## src/inc/fieldbus_ctl_pkg.sv

```systemverilog
package fieldbus_ctl_pkg;

  // Frame field values
  localparam logic [7:0]  FC_PRESET_SINGLE = 8'h06;
  localparam logic [7:0]  FC_PRESET_MULTI  = 8'h10;
  localparam logic [7:0]  BROADCAST_ADDR   = 8'h00;
  localparam logic [7:0]  MAX_MULTI_QTY    = 8'h7B;

  // Byte positions inside a query and its answer, and frame lengths
  localparam logic [7:0]  POS_ADDR_LO      = 8'h03;
  localparam logic [7:0]  POS_MULTI_DATA   = 8'h07;
  localparam logic [2:0]  POS_RESP_CRC_LO  = 3'h6;
  localparam logic [2:0]  POS_RESP_LAST    = 3'h7;
  localparam logic [7:0]  SINGLE_FRAME_LEN = 8'h08;
  localparam logic [8:0]  MULTI_FIXED_LEN  = 9'h009;
  localparam int          FRAME_BUF_DEPTH  = 8;

  // Register number of the command word; the wire carries number minus one
  localparam logic [15:0] CMD_REG_NUMBER   = 16'h0010;
  localparam logic [15:0] CMD_WIRE_ADDR    = CMD_REG_NUMBER - 16'h0001;
  localparam logic [15:0] CMD_WORD_RESET   = 16'h0000;

  // CRC-16 as used on the serial link, reflected form
  localparam logic [15:0] CRC_INIT         = 16'hFFFF;
  localparam logic [15:0] CRC_POLY         = 16'hA001;

  // Command word bit positions
  localparam int BIT_REF_LSB   = 0;
  localparam int BIT_REF_MSB   = 1;
  localparam int BIT_DC_BRAKE  = 2;
  localparam int BIT_COAST     = 3;
  localparam int BIT_QSTOP     = 4;
  localparam int BIT_HOLD      = 5;
  localparam int BIT_START     = 6;
  localparam int BIT_RESET     = 7;
  localparam int BIT_JOG       = 8;
  localparam int BIT_RAMP      = 9;
  localparam int BIT_VALID     = 10;
  localparam int BIT_RELAY1    = 11;
  localparam int BIT_RELAY2    = 12;
  localparam int BIT_SETUP     = 13;
  localparam int BIT_REVERSE   = 15;

  // Source selection codes for bus/input gating
  localparam logic [1:0] SRC_DIGITAL = 2'h0;
  localparam logic [1:0] SRC_BUS     = 2'h1;
  localparam logic [1:0] SRC_OR      = 2'h2;
  localparam logic [1:0] SRC_AND     = 2'h3;

  // Configuration option codes
  localparam logic [7:0] RELAY1_OPTION = 8'h24;
  localparam logic [7:0] RELAY2_OPTION = 8'h25;
  localparam logic [3:0] MULTI_SETUP   = 4'h9;

  // Digital input vector layout
  localparam int DIN_WIDTH      = 10;
  localparam int DIN_REF_LSB    = 0;
  localparam int DIN_REF_MSB    = 1;
  localparam int DIN_RUN_PERMIT = 2;
  localparam int DIN_START      = 3;
  localparam int DIN_SETUP      = 4;
  localparam int DIN_REVERSE    = 5;
  localparam int DIN_DC_BRAKE   = 6;
  localparam int DIN_COAST_STOP = 7;
  localparam int DIN_RST_COAST  = 8;
  localparam int DIN_SPARE      = 9;

  typedef enum logic [1:0] {
    ST_IDLE = 2'b00,
    ST_RECV = 2'b01,
    ST_RESP = 2'b10
  } link_state_e;

endpackage

```

## src/inc/crc_if.sv

```systemverilog
`timescale 1ns/10ps
interface crc_if;
  logic        clear;
  logic        valid;
  logic [7:0]  data;
  logic [15:0] crc;

  modport user   (output clear, output valid, output data, input crc);
  modport engine (input clear, input valid, input data, output crc);
endinterface

```

## src/verilog/crc16_engine.sv

```systemverilog
`timescale 1ns/10ps
module crc16_engine (
  input wire logic clk_sys,
  input wire logic resetn,
  crc_if.engine    port
);
  import fieldbus_ctl_pkg::*;

  typedef struct packed {
    logic [15:0] crc;
  } crc_state_s;

  crc_state_s  cur;
  crc_state_s  next_cur;
  logic [15:0] work;

  // Clear together with valid starts a new sum with that byte
  always_comb begin
    work     = port.clear ? CRC_INIT : cur.crc;
    next_cur = cur;
    if (port.valid) begin
      work = work ^ {8'h00, port.data};
      for (int i = 0; i < 8; i++) begin
        work = work[0] ? ((work >> 1) ^ CRC_POLY) : (work >> 1);
      end
    end
    next_cur.crc = work;
  end

  always_ff @(posedge clk_sys or negedge resetn) begin
    if (!resetn) begin
      cur <= '0;
    end else begin
      cur <= next_cur;
    end
  end

  assign port.crc = cur.crc;
endmodule

```

## src/verilog/fieldbus_control_word_decoder.sv

```systemverilog
`timescale 1ns/10ps
module fieldbus_control_word_decoder (
  input  wire logic                                 clk_sys,
  input  wire logic                                 resetn,
  input  wire logic [7:0]                           station_addr,
  input  wire logic [7:0]                           rx_data,
  input  wire logic                                 rx_valid,
  input  wire logic                                 rx_frame_end,
  output logic      [7:0]                           tx_data,
  output logic                                      tx_valid,
  input  wire logic                                 tx_ready,
  input  wire logic [fieldbus_ctl_pkg::DIN_WIDTH-1:0] din_raw,
  input  wire logic [1:0]                           src_ref,
  input  wire logic [1:0]                           src_coast,
  input  wire logic [1:0]                           src_start,
  input  wire logic [1:0]                           src_setup,
  input  wire logic [1:0]                           src_reverse,
  input  wire logic [7:0]                           relay1_func,
  input  wire logic [7:0]                           relay2_func,
  input  wire logic [3:0]                           active_setup,
  output logic      [15:0]                          drive_command_word,
  output logic      [1:0]                           ref_select,
  output logic                                      dc_brake,
  output logic                                      coast,
  output logic                                      quick_stop,
  output logic                                      freq_hold,
  output logic                                      run_enable,
  output logic                                      trip_reset,
  output logic                                      jog,
  output logic                                      ramp_select,
  output logic                                      relay1,
  output logic                                      relay2,
  output logic                                      setup_select,
  output logic                                      reverse
);
  import fieldbus_ctl_pkg::*;

  typedef struct packed {
    link_state_e                          st;
    logic [7:0]                           cnt;
    logic [FRAME_BUF_DEPTH-1:0][7:0]      fb;
    logic [15:0]                          reg_addr;
    logic [7:0]                           hi;
    logic [15:0]                          cand;
    logic                                 cand_hit;
    logic [2:0]                           tx_idx;
    logic [7:0]                           tx_data;
    logic                                 tx_valid;
    logic [15:0]                          word;
    logic [DIN_WIDTH-1:0]                 din_s1;
    logic [DIN_WIDTH-1:0]                 din_s2;
    logic [1:0]                           ref_select;
    logic                                 dc_brake;
    logic                                 coast;
    logic                                 quick_stop;
    logic                                 freq_hold;
    logic                                 run_enable;
    logic                                 trip_reset;
    logic                                 jog;
    logic                                 ramp_select;
    logic                                 relay1;
    logic                                 relay2;
    logic                                 setup_select;
    logic                                 reverse;
  } decoder_s;

  decoder_s    cur;
  decoder_s    next_cur;

  crc_if       rx_crc ();
  crc_if       tx_crc ();

  logic        is_single;
  logic        is_multi;
  logic [15:0] multi_qty;
  logic        frame_ok;
  logic        apply_word;
  logic [15:0] new_word;
  logic        tx_fire;
  logic        in_data_span;
  logic        run_permit;
  logic        start_req;

  // Bus bit and input bit merged as the per-function source select asks
  function automatic logic gate_src(input logic [1:0] sel, input logic bus_b, input logic din_b);
    case (sel)
      SRC_DIGITAL: gate_src = din_b;
      SRC_BUS:     gate_src = bus_b;
      SRC_OR:      gate_src = bus_b | din_b;
      default:     gate_src = bus_b & din_b;
    endcase
  endfunction

  // CRC engines: one checks the query, one builds the multi-write answer
  crc16_engine u_rx_crc (
    .clk_sys (clk_sys),
    .resetn  (resetn),
    .port    (rx_crc)
  );

  crc16_engine u_tx_crc (
    .clk_sys (clk_sys),
    .resetn  (resetn),
    .port    (tx_crc)
  );

  // Receive sum restarts on the first byte; sending blocks new queries
  assign rx_crc.clear = (cur.st == ST_IDLE);
  assign rx_crc.valid = rx_valid && (cur.st != ST_RESP);
  assign rx_crc.data  = rx_data;
  assign tx_fire      = cur.tx_valid && tx_ready;
  assign tx_crc.clear = (cur.st != ST_RESP);
  assign tx_crc.valid = tx_fire && (cur.tx_idx < POS_RESP_CRC_LO);
  assign tx_crc.data  = cur.tx_data;

  // Frame qualification at the end of a query
  always_comb begin
    is_single    = (cur.fb[1] == FC_PRESET_SINGLE);
    is_multi     = (cur.fb[1] == FC_PRESET_MULTI);
    multi_qty    = {cur.fb[4], cur.fb[5]};
    frame_ok     = 1'b0;
    apply_word   = 1'b0;
    new_word     = {cur.fb[4], cur.fb[5]};
    in_data_span = ({1'b0, cur.cnt} >= {1'b0, POS_MULTI_DATA}) &&
                   ({1'b0, cur.cnt} < ({1'b0, POS_MULTI_DATA} + {1'b0, cur.fb[6]}));
    if ((cur.fb[0] == station_addr || cur.fb[0] == BROADCAST_ADDR) &&
        rx_crc.crc == 16'h0000) begin
      if (is_single) begin
        frame_ok   = (cur.cnt == SINGLE_FRAME_LEN);
        apply_word = frame_ok && ({cur.fb[2], cur.fb[3]} == CMD_WIRE_ADDR);
      end else if (is_multi) begin
        frame_ok   = (multi_qty != 16'h0000) && (multi_qty <= {8'h00, MAX_MULTI_QTY}) &&
                     (cur.fb[6] == {multi_qty[6:0], 1'b0}) &&
                     ({1'b0, cur.cnt} == MULTI_FIXED_LEN + {1'b0, cur.fb[6]});
        apply_word = frame_ok && cur.cand_hit;
        new_word   = cur.cand;
      end
    end
  end

  // Command word to drive functions; inputs pass two flops first
  always_comb begin
    run_permit = gate_src(src_coast, cur.word[BIT_COAST], cur.din_s2[DIN_RUN_PERMIT]) &&
                 !cur.din_s2[DIN_COAST_STOP] && !cur.din_s2[DIN_RST_COAST];
    start_req  = gate_src(src_start, cur.word[BIT_START], cur.din_s2[DIN_START]);
  end

  always_comb begin
    next_cur        = cur;
    next_cur.din_s1 = din_raw;
    next_cur.din_s2 = cur.din_s1;
    next_cur.trip_reset = 1'b0;

    case (cur.st)
      ST_IDLE, ST_RECV: begin
        if (rx_valid) begin
          next_cur.st = ST_RECV;
          if (cur.cnt < 8'(FRAME_BUF_DEPTH)) begin
            next_cur.fb[cur.cnt[2:0]] = rx_data;
          end
          if (cur.cnt != 8'hFF) begin
            next_cur.cnt = cur.cnt + 8'h01;
          end
          // Multi write: walk data pairs, keep the command register's value
          if (cur.cnt == POS_ADDR_LO) begin
            next_cur.reg_addr = {cur.fb[2], rx_data};
          end
          if (is_multi && in_data_span) begin
            if (cur.cnt[0]) begin
              next_cur.hi = rx_data;
            end else begin
              if (cur.reg_addr == CMD_WIRE_ADDR) begin
                next_cur.cand     = {cur.hi, rx_data};
                next_cur.cand_hit = 1'b1;
              end
              next_cur.reg_addr = cur.reg_addr + 16'h0001;
            end
          end
        end else if (rx_frame_end && cur.st == ST_RECV) begin
          next_cur.st       = ST_IDLE;
          next_cur.cnt      = 8'h00;
          next_cur.cand_hit = 1'b0;
          // Data-valid low leaves the previous word in force
          if (apply_word && new_word[BIT_VALID]) begin
            next_cur.word       = new_word;
            next_cur.trip_reset = new_word[BIT_RESET] && !cur.word[BIT_RESET];
          end
          // Broadcast writes are applied but never answered
          if (frame_ok && cur.fb[0] != BROADCAST_ADDR) begin
            next_cur.st       = ST_RESP;
            next_cur.tx_idx   = 3'h0;
            next_cur.tx_data  = cur.fb[0];
            next_cur.tx_valid = 1'b1;
          end
        end
      end
      ST_RESP: begin
        if (tx_fire) begin
          if (cur.tx_idx == POS_RESP_LAST) begin
            next_cur.st       = ST_IDLE;
            next_cur.tx_valid = 1'b0;
          end else if (is_single || cur.tx_idx < POS_RESP_CRC_LO - 3'h1) begin
            next_cur.tx_idx  = cur.tx_idx + 3'h1;
            next_cur.tx_data = cur.fb[cur.tx_idx + 3'h1];
          end else if (cur.tx_idx == POS_RESP_CRC_LO - 3'h1) begin
            // One idle cycle lets the answer CRC absorb the last header byte
            next_cur.tx_idx   = POS_RESP_CRC_LO;
            next_cur.tx_valid = 1'b0;
          end else begin
            next_cur.tx_idx  = POS_RESP_LAST;
            next_cur.tx_data = tx_crc.crc[15:8];
          end
        end else if (!cur.tx_valid) begin
          next_cur.tx_data  = tx_crc.crc[7:0];
          next_cur.tx_valid = 1'b1;
        end
      end
      default: begin
        next_cur.st = ST_IDLE;
      end
    endcase

    // Drive function outputs, one cycle behind the word
    next_cur.freq_hold   = !cur.word[BIT_HOLD];
    next_cur.ref_select  = {gate_src(src_ref, cur.word[BIT_REF_MSB], cur.din_s2[DIN_REF_MSB]),
                            gate_src(src_ref, cur.word[BIT_REF_LSB],
                                     cur.din_s2[DIN_REF_LSB])};
    next_cur.dc_brake    = !cur.word[BIT_DC_BRAKE] || cur.din_s2[DIN_DC_BRAKE];
    next_cur.coast       = !run_permit;
    // A frozen output ignores quick stop and start/stop; only coast and brake act
    next_cur.quick_stop  = !cur.word[BIT_QSTOP] && cur.word[BIT_HOLD];
    next_cur.run_enable  = run_permit && !next_cur.dc_brake &&
                           (!cur.word[BIT_HOLD] ||
                            (start_req && cur.word[BIT_QSTOP]));
    next_cur.jog         = cur.word[BIT_JOG];
    next_cur.ramp_select = cur.word[BIT_RAMP];
    next_cur.relay1      = cur.word[BIT_RELAY1] && (relay1_func == RELAY1_OPTION);
    next_cur.relay2      = cur.word[BIT_RELAY2] && (relay2_func == RELAY2_OPTION);
    next_cur.setup_select = (active_setup == MULTI_SETUP) &&
                            gate_src(src_setup, cur.word[BIT_SETUP],
                                     cur.din_s2[DIN_SETUP]);
    next_cur.reverse     = gate_src(src_reverse, cur.word[BIT_REVERSE],
                                    cur.din_s2[DIN_REVERSE]);
  end

  // Single state register
  always_ff @(posedge clk_sys or negedge resetn) begin
    if (!resetn) begin
      cur      <= '0;
      cur.word <= CMD_WORD_RESET;
    end else begin
      cur <= next_cur;
    end
  end

  // Outputs straight from state flops
  assign tx_data            = cur.tx_data;
  assign tx_valid           = cur.tx_valid;
  assign drive_command_word = cur.word;
  assign ref_select         = cur.ref_select;
  assign dc_brake           = cur.dc_brake;
  assign coast              = cur.coast;
  assign quick_stop         = cur.quick_stop;
  assign freq_hold          = cur.freq_hold;
  assign run_enable         = cur.run_enable;
  assign trip_reset         = cur.trip_reset;
  assign jog                = cur.jog;
  assign ramp_select        = cur.ramp_select;
  assign relay1             = cur.relay1;
  assign relay2             = cur.relay2;
  assign setup_select       = cur.setup_select;
  assign reverse            = cur.reverse;
endmodule

```

## config.mk

```make
export PLATFORM = sky130hd
export DESIGN_NAME = fieldbus_control_word_decoder
export DESIGN_NICKNAME = d
export VERILOG_FILES = /design/src/inc/fieldbus_ctl_pkg.sv /design/src/inc/crc_if.sv /design/src/verilog/crc16_engine.sv /design/src/verilog/fieldbus_control_word_decoder.sv
export SDC_FILE = /design/constraint.sdc
export NUM_CORES = 1
export LEC_CHECK = 0
export ABC_AREA = 1
export BUFFER_PORTS_ARGS = -buffer_cell sky130_fd_sc_hd__buf_2
export CAP_MARGIN = 20
export CORE_MARGIN = 1.5
export CORE_UTILIZATION = 55
export CTS_BUF_LIST = sky130_fd_sc_hd__clkbuf_2
export DETAILED_ROUTE_END_ITERATION = 12
export GPL_TIMING_DRIVEN = 0
export PLACE_DENSITY = 0.81
export SETUP_SLACK_MARGIN = 0.02
export SYNTH_ARGS = -nofsm -noshare
export SYNTH_HDL_FRONTEND = slang
export SYNTH_SLANG_ARGS = --single-unit
```

## constraint.sdc

```tcl
create_clock -name clk_sys -period 4 [get_ports clk_sys]
set_input_delay 0.2 -clock clk_sys [delete_from_list [all_inputs] [get_ports clk_sys]]
set_output_delay 0.2 -clock clk_sys [all_outputs]
set_load 0.01 [all_outputs]
```

After elaboration in Yosys (flattened, before gate mapping)
Index checks and enable logic that the tools add are counted.

Register bits after elaboration: 207. Input bits: 61. Output and inout bits: 39.

$add $sub $neg: 5. $lt $le $gt $ge: 9. Equal/unequal tests: 44. Mux-type cells: 73. Bitwise logic cells: 32. Reductions and logical operators: 61.

Operator list (count): 2-to-1 mux 16 bit (26); bitwise mux 64 bit (1); inverter 2 -> 3 bit (16); 2-to-1 mux 41 bit (1); 2-to-1 mux 8 bit (5); 2-to-1 mux 17 bit (2); == test 16 x 4 -> 1 bit (second input constant) (2); XOR 16 x 8 -> 16 bit (2); 2-to-1 mux 29 bit (1); 2-to-1 mux 28 bit (1); logical AND 1 bit (25); binary-select mux 8 bit (select 3 bit) (1); demux 8 bit (select 3 bit) (1); case mux 12 bit (2 select lines) (1); 2-to-1 mux 11 bit (2); 2-to-1 mux 10 bit (2); 2-to-1 mux 9 bit (2); case mux 1 bit (3 select lines) (6); adder 16 x 1 -> 16 bit (second input constant) (1); == test 8 x 6 -> 1 bit (second input constant) (2); == test 8 bit (2); less-or-equal comparator 16 x 7 -> 1 bit (second input constant) (1); zero test 16 bit (1); inequality test 2 bit (second input constant) (8); other kinds (45) (112).

Depth between registers and ports, before layout
Gate-level depths: netlist of the first run.

Depth after elaboration: 20. Mapped depth: 18. Mapped depth without buffers: 18.

Hierarchy
A second synthesis of the first run with hierarchy kept.

Cells, all modules: 1647. Area total of the unflattened synthesis: 12127.9 um^2.

By module, submodules not included: fieldbus_control_word_decoder (times used 1, cells an instance 1330, area each 9872.0 um^2); crc16_engine at u_rx_crc (times used 1, cells an instance 170, area each 1164.9 um^2); crc16_engine at u_tx_crc (times used 1, cells an instance 147, area each 1091.0 um^2).

Worst setup path after synthesis of the first run
Ideal clock, no wire load.

Kind: register -> register. Start point: register cur[151] in the netlist's numbering. End point: register cur[93] in the netlist's numbering. Setup time: 0.132 ns. Arrival time: 2.411 ns. Path slack: 1.458 ns. Stages on the path, launching flop included: 18. Clock period less this slack: 2.542 ns. Path through: dfrtp_1 -> inv_1 -> ha_1 -> nand2_1 -> nand2_1 -> xor2_1 -> ha_1 -> nand2_1 -> o21a_1 -> nor3_1 -> nor2_1 -> and3_1 -> buf_4 -> nand2_2 -> buf_2 -> nand2_1 -> nand3_1 -> o21ai_0.

Word-level cells in the longest chain between the ends: 5.

Ends and longest elaborated chain: start: declaration (line fieldbus_control_word_decoder.sv:67) `decoder_s cur;`; start signal: assignment (line fieldbus_control_word_decoder.sv:252) `cur <= next_cur;`; adder 3 x 8 -> 9 bit (line fieldbus_control_word_decoder.sv:125) `({1'b0, cur.cnt} < ({1'b0, POS_MULTI_DATA} + {1'b0, cur.fb[6]}));`; less-than comparator 8 x 9 -> 1 bit (line fieldbus_control_word_decoder.sv:125); logical AND 1 bit (line fieldbus_control_word_decoder.sv:124) `in_data_span = ({1'b0, cur.cnt} >= {1'b0, POS_MULTI_DATA}) &&`; logical AND 1 bit (line fieldbus_control_word_decoder.sv:168) `if (is_multi && in_data_span) begin`; 2-to-1 mux 41 bit (line fieldbus_control_word_decoder.sv:168).

No other way between the ends. The select of a mux whose other input is x is not followed. A chain may end at the register's enable or synchronous reset.

Worst setup path in the final report of the first run
Start point: register cur[167] in the netlist's numbering. End point: register cur, in the netlist tx_data[3].

Word-level cells in the longest chain between the ends: 8.

Ends and longest elaborated chain: == test 8 x 9 -> 1 bit (line fieldbus_control_word_decoder.sv:134) `({1'b0, cur.cnt} == MULTI_FIXED_LEN + {1'b0, cur.fb[6]});`; logical AND 1 bit (line fieldbus_control_word_decoder.sv:133) `(cur.fb[6] == {multi_qty[6:0], 1'b0}) &&`; 2-to-1 mux 1 bit (line fieldbus_control_word_decoder.sv:131) `end else if (is_multi) begin`; 2-to-1 mux 1 bit (*) (line fieldbus_control_word_decoder.sv:128) `if (is_single) begin`; 2-to-1 mux 1 bit (*) (line fieldbus_control_word_decoder.sv:126) `if ((cur.fb[0] == station_addr || cur.fb[0] == BROADCAST_ADDR) &&`; logical AND 1 bit (*) (line fieldbus_control_word_decoder.sv:189) `if (frame_ok && cur.fb[0] != BROADCAST_ADDR) begin`; inequality test 2 bit (no source line) (*); AND reduction 7 bit (no source line) (*).

Every way passes the cells marked *; elsewhere a longest branch is shown, timed or not.

==> flow_metrics.py, run 1 <==
metrics = {
    "power_and_ir_drop": {
        "ir_worst_vdd_mv": 0.269,
        "combinationalPowerShare": 0.296,
        "total_switching_power_mw": 2.44,
        "power.static_leakage_nw": 6.53,
        "seqPwrFrac": 0.467,
        "powerDensity_mw_per_mm2": 478,
        "cell_internal_pwr_mw": 3.87,
        "clock_power_share": 0.237,
        "switching_share": 0.387,
    },
    "drt": {
        "met2RoutedLength_um": 15000,
        "num_vias": 10982,
        "drt.antenna.violating_nets": 0,
        "drtPass1Iterations": 6,
        "routed-wl-met3_um": 2660,
        "post_drt_via_cell_ratio": 5.58,
        "wire_per_inst_um": 16.2,
        "routedLengthMet1_um": 13200,
        "routed_wl_um": 31800,
        "top_signal_layer_used": "met4",
        "post-route-drc-count": 0,
        "initialDrtViolationCount": 926,
    },
    "timing": {
        "slew_viol_final": 0,
        "max_slew_margin": 0.407,
        "setup_viol": 0,
        "worst_clock_skew_ns": 0.0763,
        "final.setup.worst_slack_ns": 0.498,
        "setup_repair_after_global_routing_missed_its_margin": "no",
        "tightest_slew_ns": 0.890,
        "achievable-frequency_mhz": 286,
        "timing.final.crit_share": 0.875,
        "timing.final.crit_period_ns": 3.50,
        "setup-tns-final_ns": 0,
        "timing_hold_violations_final": 0,
    },
    "yosys": {
        "postSynthAreaPerCell_um2": 7.75,
        "post_syn_nets": 1536,
        "yosys_warnings": 0,
        "yosys.cell_types.count": 51,
        "synth_cells": 1459,
        "postSynthRegisterBits": 207,
        "ys_seq_area_frac": 0.458,
        "netlist_area_mm2": 0.0113,
    },
    "min_path": {
        "min_path_type": "primary input to asynchronous set/reset pin",
    },
    "run": {
        "drv_cap": 0,
    },
    "status": {
        "status": "finished clean",
    },
    "placement": {
        "placed_inst_area_mm2": 0.0122,
        "post_place_cells": 1828,
        "gpl.final_weighted_congestion": 0.920,
        "port_buffers": 98,
        "detailedPlace.worstSlack_ns": 0.694,
        "place_hpwl_um": 22100,
    },
    "final_layout": {
        "area_delta_synth_final_pct": 16.5,
        "share_of_post_route_cells_with_drive_strength_above_1": 0.155,
        "instances_no_fill": 1969,
        "design_area_final_mm2": 0.0132,
        "num-nets-final": 1743,
        "final_core_util": 0.651,
    },
    "setup_path": {
        "cp_peak_stage_delay_ns": 0.50,
        "critical_path_required_ns": 4.73,
        "worst_path_max_delay_cell": "sky130_fd_sc_hd__clkbuf_1",
        "crit_top_cell": "sky130_fd_sc_hd__nand2_1",
        "crit_start_category": "flip-flop",
        "worst_path_fanout_max": 11,
        "r2r.worst_path.cells": 17,
        "critical_path.top_delay_family": "simple AND/OR/NAND/NOR gates",
        "worstSetupPathType": "flip-flop to flip-flop",
        "rr_endpoint": "tx_data[3]$_DFFE_PN0P_",
        "regToRegSetupSlack_ns": 0.50,
        "worst-path-buf-inv": 3,
        "worst_r2r_startpoint": "cur[167]$_DFFE_PN0P_",
        "setup.worst_path.end_class": "flip-flop",
        "critical_path_arrival_ns": 4.24,
        "timing.critical_path.cells": "inv_1, clkbuf_1, clkbuf_1, ha_1, nand2_1, nor3_1, nand4_1, nor2_1, nand2_1, nor2_1, nand3_1, nand2_1, nand2_1, nand2_2, nand2_2, nand2_1, nand2_1",
    },
    "clock_tree": {
        "cts.path.max_buffers": 3,
        "cts.reportedPaths.clkPinSlew_ns": 0.10,
        "numCtsBuffers": 54,
        "ctsRootBufferMaster": "sky130_fd_sc_hd__clkbuf_2",
        "cts-htree-levels": 2,
        "cts_tree": "built",
        "clkSinkCount": 207,
        "cts-resized-gates": 0,
        "clk_latency_ns": 0.85,
    },
    "grt": {
        "grt_overflow": 0,
        "groute.usage.overall": 0.302,
        "grt_pass1_vias": 10577,
        "largest_net_degree_at_the_start_of_global_routing": 107,
        "antenna_violations_before_repair": 1,
        "grt_first_pass_wirelength_um": 51900,
    },
    "floorplan": {
        "floorplan.initialDensity": 0.559,
        "die_area_mm2": 0.0214,
        "fp.dieW_um": 146,
        "top_level_ports": 100,
        "fp.coreArea_mm2": 0.0202,
        "height_of_the_die_um": 146,
        "rows": 52,
    },
}
## worst max-delay path by stage
stage,start,end,slack (ns),cells after the start
final,cur[167]$_DFFE_PN0P_,tx_data[3]$_DFFE_PN0P_,0.50,17
after global routing,cur[167]$_DFFE_PN0P_,tx_data[0]$_DFFE_PN0P_,0.26,17
after CTS,cur[167]$_DFFE_PN0P_,tx_data[3]$_DFFE_PN0P_,0.68,17
after detailed placement,cur[167]$_DFFE_PN0P_,tx_data[0]$_DFFE_PN0P_,0.69,17
after global placement,resetn,tx_data[2]$_DFFE_PN0P_,-0.72,1
after floorplan,cur[151]$_DFFE_PN0P_,cur[93]$_DFFE_PN0P_,1.46,17
## registers in the layout, summed over array words and instances, names as in the netlist
signal / cells
cur: 136
tx_data: 8
relay1: 1
run_enable: 1
reverse: 1
coast: 1
u_rx_crc.port.crc: 16
u_tx_crc.port.crc: 16
jog: 1
freq_hold: 1
quick_stop: 1
dc_brake: 1
drive_command_word: 16
ref_select: 2
ramp_select: 1
setup_select: 1
relay2: 1
tx_valid: 1
trip_reset: 1
## power groups by stage
stage	registers, mW	logic, mW	clock network (mW)
5_1_grt	2.99	2.10	1.65
2_1_floorplan	2.80	1.34	0
4_1_cts	2.92	1.83	1.52
6_report	2.95	1.86	1.50
3_5_place_dp	2.96	1.77	0
3_3_place_gp	2.95	1.70	0
## cell usage in the layout (no fill, tap or decap), types with 16 or more instances in the layout
cell,n
sky130_fd_sc_hd__a21oi_1,55
sky130_fd_sc_hd__nand3_1,110
sky130_fd_sc_hd__inv_1,120
sky130_fd_sc_hd__clkbuf_1,46
sky130_fd_sc_hd__nand2_1,377
sky130_fd_sc_hd__ha_1,16
sky130_fd_sc_hd__o21ai_0,164
sky130_fd_sc_hd__dlygate4sd3_1,52
sky130_fd_sc_hd__clkbuf_2,79
sky130_fd_sc_hd__o21ai_1,18
sky130_fd_sc_hd__nor2_1,110
sky130_fd_sc_hd__buf_4,28
sky130_fd_sc_hd__o211ai_1,19
sky130_fd_sc_hd__xnor2_1,18
sky130_fd_sc_hd__xor2_1,30
sky130_fd_sc_hd__buf_2,110
sky130_fd_sc_hd__dfrtp_1,207
## metrics by stage
step / total power [mW] / hold WS, ns
global route: 6.73 / 0.0151
global placement: 4.65 / 0.308
finish: 6.31 / 0.0380
detailed placement: 4.73 / 0.309
CTS: 6.27 / 0.00434
floorplan: 4.14 / -0.0956
## cell usage after synthesis, drive strengths merged
| master | number | share of area |
|---|---|---|
| a2111o | 1 | 0.0010 |
| a211oi | 3 | 0.0020 |
| a21oi | 55 | 0.024 |
| a221oi | 2 | 0.0015 |
| a22oi | 1 | 0.00066 |
| a31oi | 12 | 0.0066 |
| a32oi | 2 | 0.0015 |
| and2 | 1 | 0.00055 |
| and3 | 1 | 0.00055 |
| buf | 43 | 0.026 |
| clkbuf | 46 | 0.015 |
| clkinv | 2 | 0.00066 |
| dfrtp | 207 | 0.46 |
| ha | 16 | 0.018 |
| inv | 125 | 0.041 |
| mux2i | 1 | 0.00088 |
| nand2 | 386 | 0.13 |
| nand3 | 111 | 0.050 |
| nand3b | 2 | 0.0013 |
| nand4 | 14 | 0.0077 |
| nor2 | 113 | 0.039 |
| nor3 | 17 | 0.0090 |
| nor4 | 13 | 0.0072 |
| o2111ai | 1 | 0.00077 |
| o211ai | 19 | 0.013 |
| o21a | 1 | 0.00066 |
| o21ai | 182 | 0.081 |
| o21bai | 1 | 0.00066 |
| o22ai | 8 | 0.0044 |
| o311ai | 2 | 0.0022 |
| o32ai | 1 | 0.00077 |
| or2 | 17 | 0.0094 |
| xnor2 | 21 | 0.019 |
| xor2 | 32 | 0.026 |
## kinds of logic (layout without fill, tap and decap cells)
logic type | count (synthesis) | count (layout) | synth area share
xor+xnor | 53 | 53 | 0.0453
fa+ha+maj | 16 | 16 | 0.0177
mux | 1 | 1 | 0.000885
compound gates | 291 | 291 | 0.140
simple gates | 675 | 675 | 0.254
buf+inv | 216 | 455 | 0.0834
other cells | 0 | 1 | 0
flops | 207 | 207 | 0.458
## area by class of cell
class,count,area (um^2)
flip-flops and latches,207,5180
well taps,270,338
multi-input cells,1036,5190
plain buffers,89,467
diodes,1,2.50
clock inverters,9,86.3
inverters,127,477
clock buffers,79,395
repair buffers,151,1050
fillers,1748,7050
## routing by layer
metal  GRT usage  up-vias
met1       0.397     5169
met5           0        -
li1            -     5228
met2       0.496      509
met4       0.126        0
met3      0.0531       76
## timing repair
action,4_1_cts,5_1_grt
hold endpoints to repair,191,0
hold buffers,52,0
setup buffers,0,0
No activity file was read; power rests on OpenSTA's default activity.
==> run 2, diff against run 1 <==
--- a/config.mk
+++ b/config.mk
@@ -14,6 +14,7 @@
 export DETAILED_ROUTE_END_ITERATION = 12
 export GPL_TIMING_DRIVEN = 0
 export PLACE_DENSITY = 0.81
+export RECOVER_POWER = 25
 export SETUP_SLACK_MARGIN = 0.02
 export SYNTH_ARGS = -nofsm -noshare
 export SYNTH_HDL_FRONTEND = slang
==> flow_metrics.py, run 2 (same netlist as run 1, synthesis figures left out) <==
metrics = {
    "timing": {
        "slew_viol_final": 106,
        "timing_hold_violations_final": 0,
        "timing.final.crit_period_ns": 3.51,
        "timing.final.crit_share": 0.877,
        "final.setup.worst_slack_ns": 0.490,
        "achievable-frequency_mhz": 285,
        "worst_clock_skew_ns": 0.0813,
        "max_slew_margin": -0.769,
        "tightest_slew_ns": 2.65,
        "setup_viol": 0,
        "setup_repair_after_global_routing_missed_its_margin": "no",
    },
    "final_layout": {
        "share_of_post_route_cells_with_drive_strength_above_1": 0.155,
        "top_register": "cur",
        "commonest_non_fill_non_tap_cell_in_the_layout": "sky130_fd_sc_hd__nand2_1",
        "largest_register_ffs": 136,
        "area_delta_synth_final_pct": 16.4,
        "mostFrequentLayoutCells": "sky130_fd_sc_hd__nand2_1, sky130_fd_sc_hd__dfrtp_1, sky130_fd_sc_hd__o21ai_0, sky130_fd_sc_hd__inv_1",
        "num-nets-final": 1743,
        "instances_no_fill": 1969,
        "design_area_final_mm2": 0.0132,
    },
    "floorplan": {
        "floorplan.initialDensity": 0.559,
        "rows": 52,
        "die_area_mm2": 0.0214,
        "height_of_the_die_um": 146,
        "fp.dieW_um": 146,
        "fp.coreArea_mm2": 0.0202,
        "top_level_ports": 100,
    },
    "run": {
        "drv_cap": 1,
    },
    "clock_tree": {
        "cts_tree": "built",
        "cts.reportedPaths.clkPinSlew_ns": 0.10,
        "numCtsBuffers": 54,
        "clkSinkCount": 207,
        "cts_setup_buffers": 0,
        "cts.path.max_buffers": 3,
        "ctsRootBufferMaster": "sky130_fd_sc_hd__clkbuf_2",
        "cts-htree-levels": 2,
        "clk_latency_ns": 0.85,
    },
    "grt": {
        "groute.usage.overall": 0.302,
        "grt_first_pass_wirelength_um": 51900,
        "grt_pass1_vias": 10577,
        "grt_overflow": 0,
        "antenna_violations_before_repair": 1,
        "largest_net_degree_at_the_start_of_global_routing": 107,
    },
    "drt": {
        "initialDrtViolationCount": 926,
        "wire_per_inst_um": 16.1,
        "drt.antenna.violating_nets": 0,
        "post_drt_via_cell_ratio": 5.57,
        "num_vias": 10970,
        "post-route-drc-count": 0,
        "routed_wl_um": 31800,
        "drtPass1Iterations": 6,
    },
    "setup_path": {
        "regToRegSetupSlack_ns": 0.49,
        "crit_start_category": "flip-flop",
        "crit_top_cell": "sky130_fd_sc_hd__nand2_1",
        "worstSetupPathType": "flip-flop to flip-flop",
        "worst-path-buf-inv": 3,
        "critPathLaunch": "cur[167]$_DFFE_PN0P_",
        "worst_path_fanout_max": 11,
        "critical_path.top_delay_family": "simple AND/OR/NAND/NOR gates",
        "critical_path_arrival_ns": 4.24,
        "worst_r2r_startpoint": "cur[167]$_DFFE_PN0P_",
        "cp_peak_stage_delay_ns": 0.50,
        "timing.critical_path.cells": "inv_1, clkbuf_1, clkbuf_1, ha_1, nand2_1, nor3_1, nand4_1, nor2_1, nand2_1, nor2_1, nand3_1, nand2_1, nand2_1, nand2_2, nand2_2, nand2_1, nand2_1",
        "setup.worst_path.end_class": "flip-flop",
        "worstSetupEndpoint": "tx_data[3]$_DFFE_PN0P_",
        "critical_path_required_ns": 4.73,
        "r2r.worst_path.cells": 17,
        "worst_path_max_delay_cell": "sky130_fd_sc_hd__clkbuf_1",
        "rr_endpoint": "tx_data[3]$_DFFE_PN0P_",
        "number_of_cells_on_the_critical_path": 17,
    },
    "placement": {
        "placed_inst_area_mm2": 0.0122,
        "gpl.final_weighted_congestion": 0.920,
        "detailedPlace.worstSlack_ns": 0.694,
        "post_place_cells": 1828,
        "port_buffers": 98,
        "place_hpwl_um": 22100,
    },
    "power_and_ir_drop": {
        "power.static_leakage_nw": 6.52,
        "ir_worst_vdd_mv": 0.269,
        "total_power_mw": 6.31,
        "powerDensity_mw_per_mm2": 479,
    },
    "status": {
        "failed_checks": "capacitance limit, slew limit",
        "status": "finished, violations left",
    },
    "min_path": {
        "min_path_type": "primary input to flip-flop",
    },
}
## run 2: cell count changes in the layout (fill, tap and decap cells not counted), sizes merged
cell,previous run,this run
clkbuf,125,126
buf,142,141
## run 2: worst min path at each step
| stage | startpoint | cells past startpoint | slack, ns | to |
|---|---|---|---|---|
| final | din_raw[0] | 2 | 0.08 | cur[24]$_DFF_PN0_ |
| after global routing | din_raw[1] | 2 | 0.02 | cur[25]$_DFF_PN0_ |
| after CTS | resetn | 2 | 0.004 | drive_command_word[1]$_DFFE_PN0P_ |
| after detailed placement | din_raw[0] | 1 | 0.31 | cur[24]$_DFF_PN0_ |
| after global placement | din_raw[7] | 1 | 0.31 | cur[31]$_DFF_PN0_ |
| after floorplan | resetn | 0 | -0.1 | coast$_DFF_PN0_ |
## run 2: what timing repair did
| action | 4_1_cts | 5_1_grt |
|---|---|---|
| endpoints found under the hold margin | 191 | 0 |
| endpoints found under the setup margin | 0 | 0 |
| resized for setup | 0 | 0 |
| hold buffers | 52 | 0 |
## run 2: area by class of cell
cell class,count,area [um^2]
Buffer,89,467
Clock buffer,79,395
Clock inverter,9,86.3
Fill cell,1749,7060
Tap cell,270,338
Multi-Input combinational cell,1036,5190
Sequential cell,207,5180
Timing Repair Buffer,151,1040
Inverter,127,477
Antenna cell,1,2.50
## run 2: metrics by stage
| stage | util | hold WS [ns] | setup TNS [ns] |
|---|---|---|---|
| finish | 0.651 | 0.0771 | 0 |
| global route | 0.651 | 0.0151 | 0 |
| CTS | 0.651 | 0.00434 | 0 |
| detailed placement | 0.602 | 0.309 | 0 |
| global placement | 0.600 | 0.308 | -145.13 |
| floorplan | - | -0.0956 | 0 |
## run 2: metal layers
layer | wire length (um) | up-vias | GRT usage
met1 | 13100 | 5159 | 0.397
met3 | 2760 | 71 | 0.0531
li1 | - | 5229 | -
met5 | 0 | - | 0
met2 | 15100 | 511 | 0.496
met4 | 902 | 0 | 0.126
## run 2: power by group
part	internal (mW)	switching (mW)	total (mW)
Clock	0.643	0.852	1.50
Combinational	0.733	1.13	1.86
Sequential	2.49	0.455	2.95
==> run 3, diff against run 2 <==
--- a/config.mk
+++ b/config.mk
@@ -9,11 +9,10 @@
 export BUFFER_PORTS_ARGS = -buffer_cell sky130_fd_sc_hd__buf_2
 export CAP_MARGIN = 20
 export CORE_MARGIN = 1.5
-export CORE_UTILIZATION = 55
-export CTS_BUF_LIST = sky130_fd_sc_hd__clkbuf_2
+export CORE_UTILIZATION = 30
 export DETAILED_ROUTE_END_ITERATION = 12
 export GPL_TIMING_DRIVEN = 0
-export PLACE_DENSITY = 0.81
+export PLACE_DENSITY = 0.52
 export RECOVER_POWER = 25
 export SETUP_SLACK_MARGIN = 0.02
 export SYNTH_ARGS = -nofsm -noshare
==> flow_metrics.py, run 3 (same netlist as run 1, synthesis figures left out) <==
metrics = {
    "status": {
        "status": "finished, violations left",
        "failed_checks": "capacitance limit, slew limit",
    },
    "timing": {
        "setup-tns-final_ns": 0,
        "achievable-frequency_mhz": 282,
        "setup_viol": 0,
        "max_slew_margin": -1.10,
        "slew_viol_final": 57,
        "timing_hold_violations_final": 0,
        "tightest_slew_ns": 3.16,
        "worst_clock_skew_ns": 0.0110,
        "timing.final.crit_period_ns": 3.54,
        "timing.final.crit_share": 0.885,
        "setup_repair_after_global_routing_missed_its_margin": "no",
    },
    "grt": {
        "global_route.usage.met2": 0.289,
        "grt_overflow": 0,
        "groute.usage.overall": 0.178,
        "grt_use_met3": 0.0253,
        "grtUsageMet1": 0.249,
        "gr-max-usage-layer": "met2",
        "largest_net_degree_at_the_start_of_global_routing": 88,
        "grt_first_pass_wirelength_um": 55200,
        "antenna_violations_before_repair": 0,
        "grt_pass1_vias": 10136,
    },
    "setup_path": {
        "cp_peak_stage_delay_ns": 0.54,
        "worst-path-buf-inv": 3,
        "critical_path.top_delay_family": "simple AND/OR/NAND/NOR gates",
        "worst_path_max_delay_cell": "sky130_fd_sc_hd__clkbuf_1",
        "r2r.worst_path.cells": 17,
        "critical_path_required_ns": 4.42,
        "worst_r2r_startpoint": "cur[167]$_DFFE_PN0P_",
        "regToRegSetupSlack_ns": 0.46,
        "timing.critical_path.cells": "inv_1, clkbuf_1, clkbuf_1, ha_1, nand2_1, nor3_1, nand4_1, nor2_1, nand2_1, nor2_1, nand3_1, nand2_1, nand2_1, nand2_2, nand2_2, nand2_1, nand2_1",
        "crit_start_category": "flip-flop",
        "setup.worst_path.end_class": "flip-flop",
        "rr_endpoint": "tx_data[5]$_DFFE_PN0P_",
        "worst_path_fanout_max": 11,
        "worstSetupPathType": "flip-flop to flip-flop",
        "crit_top_cell": "sky130_fd_sc_hd__nand2_1",
        "critical_path_arrival_ns": 3.96,
    },
    "floorplan": {
        "fp.dieW_um": 197,
        "top_level_ports": 100,
        "fp.coreArea_mm2": 0.0369,
        "height_of_the_die_um": 197,
        "rows": 70,
        "die_area_mm2": 0.0389,
        "floorplan.initialDensity": 0.307,
    },
    "drt": {
        "initialDrtViolationCount": 692,
        "num_vias": 10505,
        "drt.antenna.violating_nets": 0,
        "wire_per_inst_um": 16.2,
        "routed_wl_um": 34700,
        "post_drt_via_cell_ratio": 4.92,
        "drtPass1Iterations": 5,
        "post-route-drc-count": 0,
    },
    "final_layout": {
        "filler_cell_count": 3863,
        "multi_input_area_mm2": 0.00519,
        "top_register": "cur",
        "mostFrequentLayoutCells": "sky130_fd_sc_hd__nand2_1, sky130_fd_sc_hd__dfrtp_1, sky130_fd_sc_hd__o21ai_0, sky130_fd_sc_hd__inv_1",
        "share_of_post_route_cells_with_drive_strength_above_1": 0.140,
        "num-nets-final": 1690,
        "insertedDiodeCount": 0,
        "instances_no_fill": 2137,
        "area_delta_synth_final_pct": 20.9,
        "largest_register_ffs": 136,
        "commonest_non_fill_non_tap_cell_in_the_layout": "sky130_fd_sc_hd__nand2_1",
        "ff_latch_area_mm2": 0.00518,
    },
    "run": {
        "drv_cap": 1,
    },
    "power_and_ir_drop": {
        "ir_worst_vdd_mv": 0.359,
        "power.static_leakage_nw": 6.50,
        "powerDensity_mw_per_mm2": 532,
    },
    "clock_tree": {
        "cts.reportedPaths.clkPinSlew_ns": 0.07,
        "ctsRootBufferMaster": "sky130_fd_sc_hd__clkbuf_16",
        "cts_setup_buffers": 0,
        "numCtsBuffers": 26,
        "cts_tree": "built",
        "clk_latency_ns": 0.54,
        "cts.path.max_buffers": 3,
        "cts-htree-levels": 1,
        "clkSinkCount": 207,
    },
    "placement": {
        "post_place_cells": 2063,
        "gpl.final_weighted_congestion": 0.877,
        "port_buffers": 98,
        "place_hpwl_um": 24600,
    },
    "min_path": {
        "min_path_type": "primary input to flip-flop",
        "holdCritStartpoint": "src_start[0]",
        "holdPathStages": 5,
        "worstHoldEndpoint": "run_enable$_DFF_PN0_",
    },
}
[run 3: cell type report]
class                           count  area share
Buffer                             89      0.0341
Timing Repair Buffer              126      0.0593
Clock buffer                       30      0.0509
Multi-Input combinational cell   1036       0.379
Sequential cell                   207       0.379
Inverter                          127      0.0349
Clock inverter                     18      0.0166
Tap cell                          504      0.0461
[run 3: power breakdown]
group	leakage (nW)	internal (mW)	total, mW	switching, mW
combinational	3.49	0.709	1.82	1.11
sequential	2.58	2.50	2.95	0.457
clock	0.431	1.51	2.51	0.992
[run 3: layer usage]
| metal | vias up | part of all wire |
|---|---|---|
| met1 | 5059 | 0.47 |
| met5 | - | 0 |
| met4 | 0 | 0.021 |
| met2 | 304 | 0.45 |
| li1 | 5096 | - |
| met3 | 46 | 0.053 |
[run 3: worst min-delay path, delay by kind of cell]
family / cells / cell delay [ns]
AO/OA/AOI/OAI: 2 / 0.18
buffers and inverters: 2 / 0.15
AND/OR/NAND/NOR: 1 / 0.06
[run 3: through the flow]
| stage | area, um^2 | power, mW | setup WS [ns] | hold slack, ns | utilization |
|---|---|---|---|---|---|
| 3_3_place_gp | 12400 | 4.73 | -1.07 | 0.309 | 0.337 |
| 2_1_floorplan | 11300 | 4.14 | 1.46 | -0.0956 | - |
| 3_5_place_dp | 12500 | 4.77 | 0.493 | 0.180 | 0.339 |
| 4_1_cts | 13700 | 7.34 | 0.481 | 0.0702 | 0.371 |
| 6_report | 13700 | 7.28 | 0.460 | 0.0990 | 0.371 |
| 5_1_grt | 13700 | 7.76 | 0.0260 | 0.0988 | 0.371 |
[run 3: worst max-delay path by stage]
stage                                     from                     end  slack, ns  cells after the start
after floorplan           cur[151]$_DFFE_PN0P_     cur[93]$_DFFE_PN0P_       1.46                     17
after global placement                  resetn  tx_data[4]$_DFFE_PN0P_      -1.07                      1
after detailed placement  cur[167]$_DFFE_PN0P_  tx_data[5]$_DFFE_PN0P_       0.49                     17
after CTS                 cur[167]$_DFFE_PN0P_  tx_data[5]$_DFFE_PN0P_       0.48                     17
after global routing      cur[167]$_DFFE_PN0P_  tx_data[0]$_DFFE_PN0P_       0.03                     17
final                     cur[167]$_DFFE_PN0P_  tx_data[5]$_DFFE_PN0P_       0.46                     17
[run 3: repair_timing]
action | 4_1_cts | 5_1_grt
resized for setup | 0 | 0
endpoints found under the hold margin | 76 | 0
hold buffers | 26 | 0
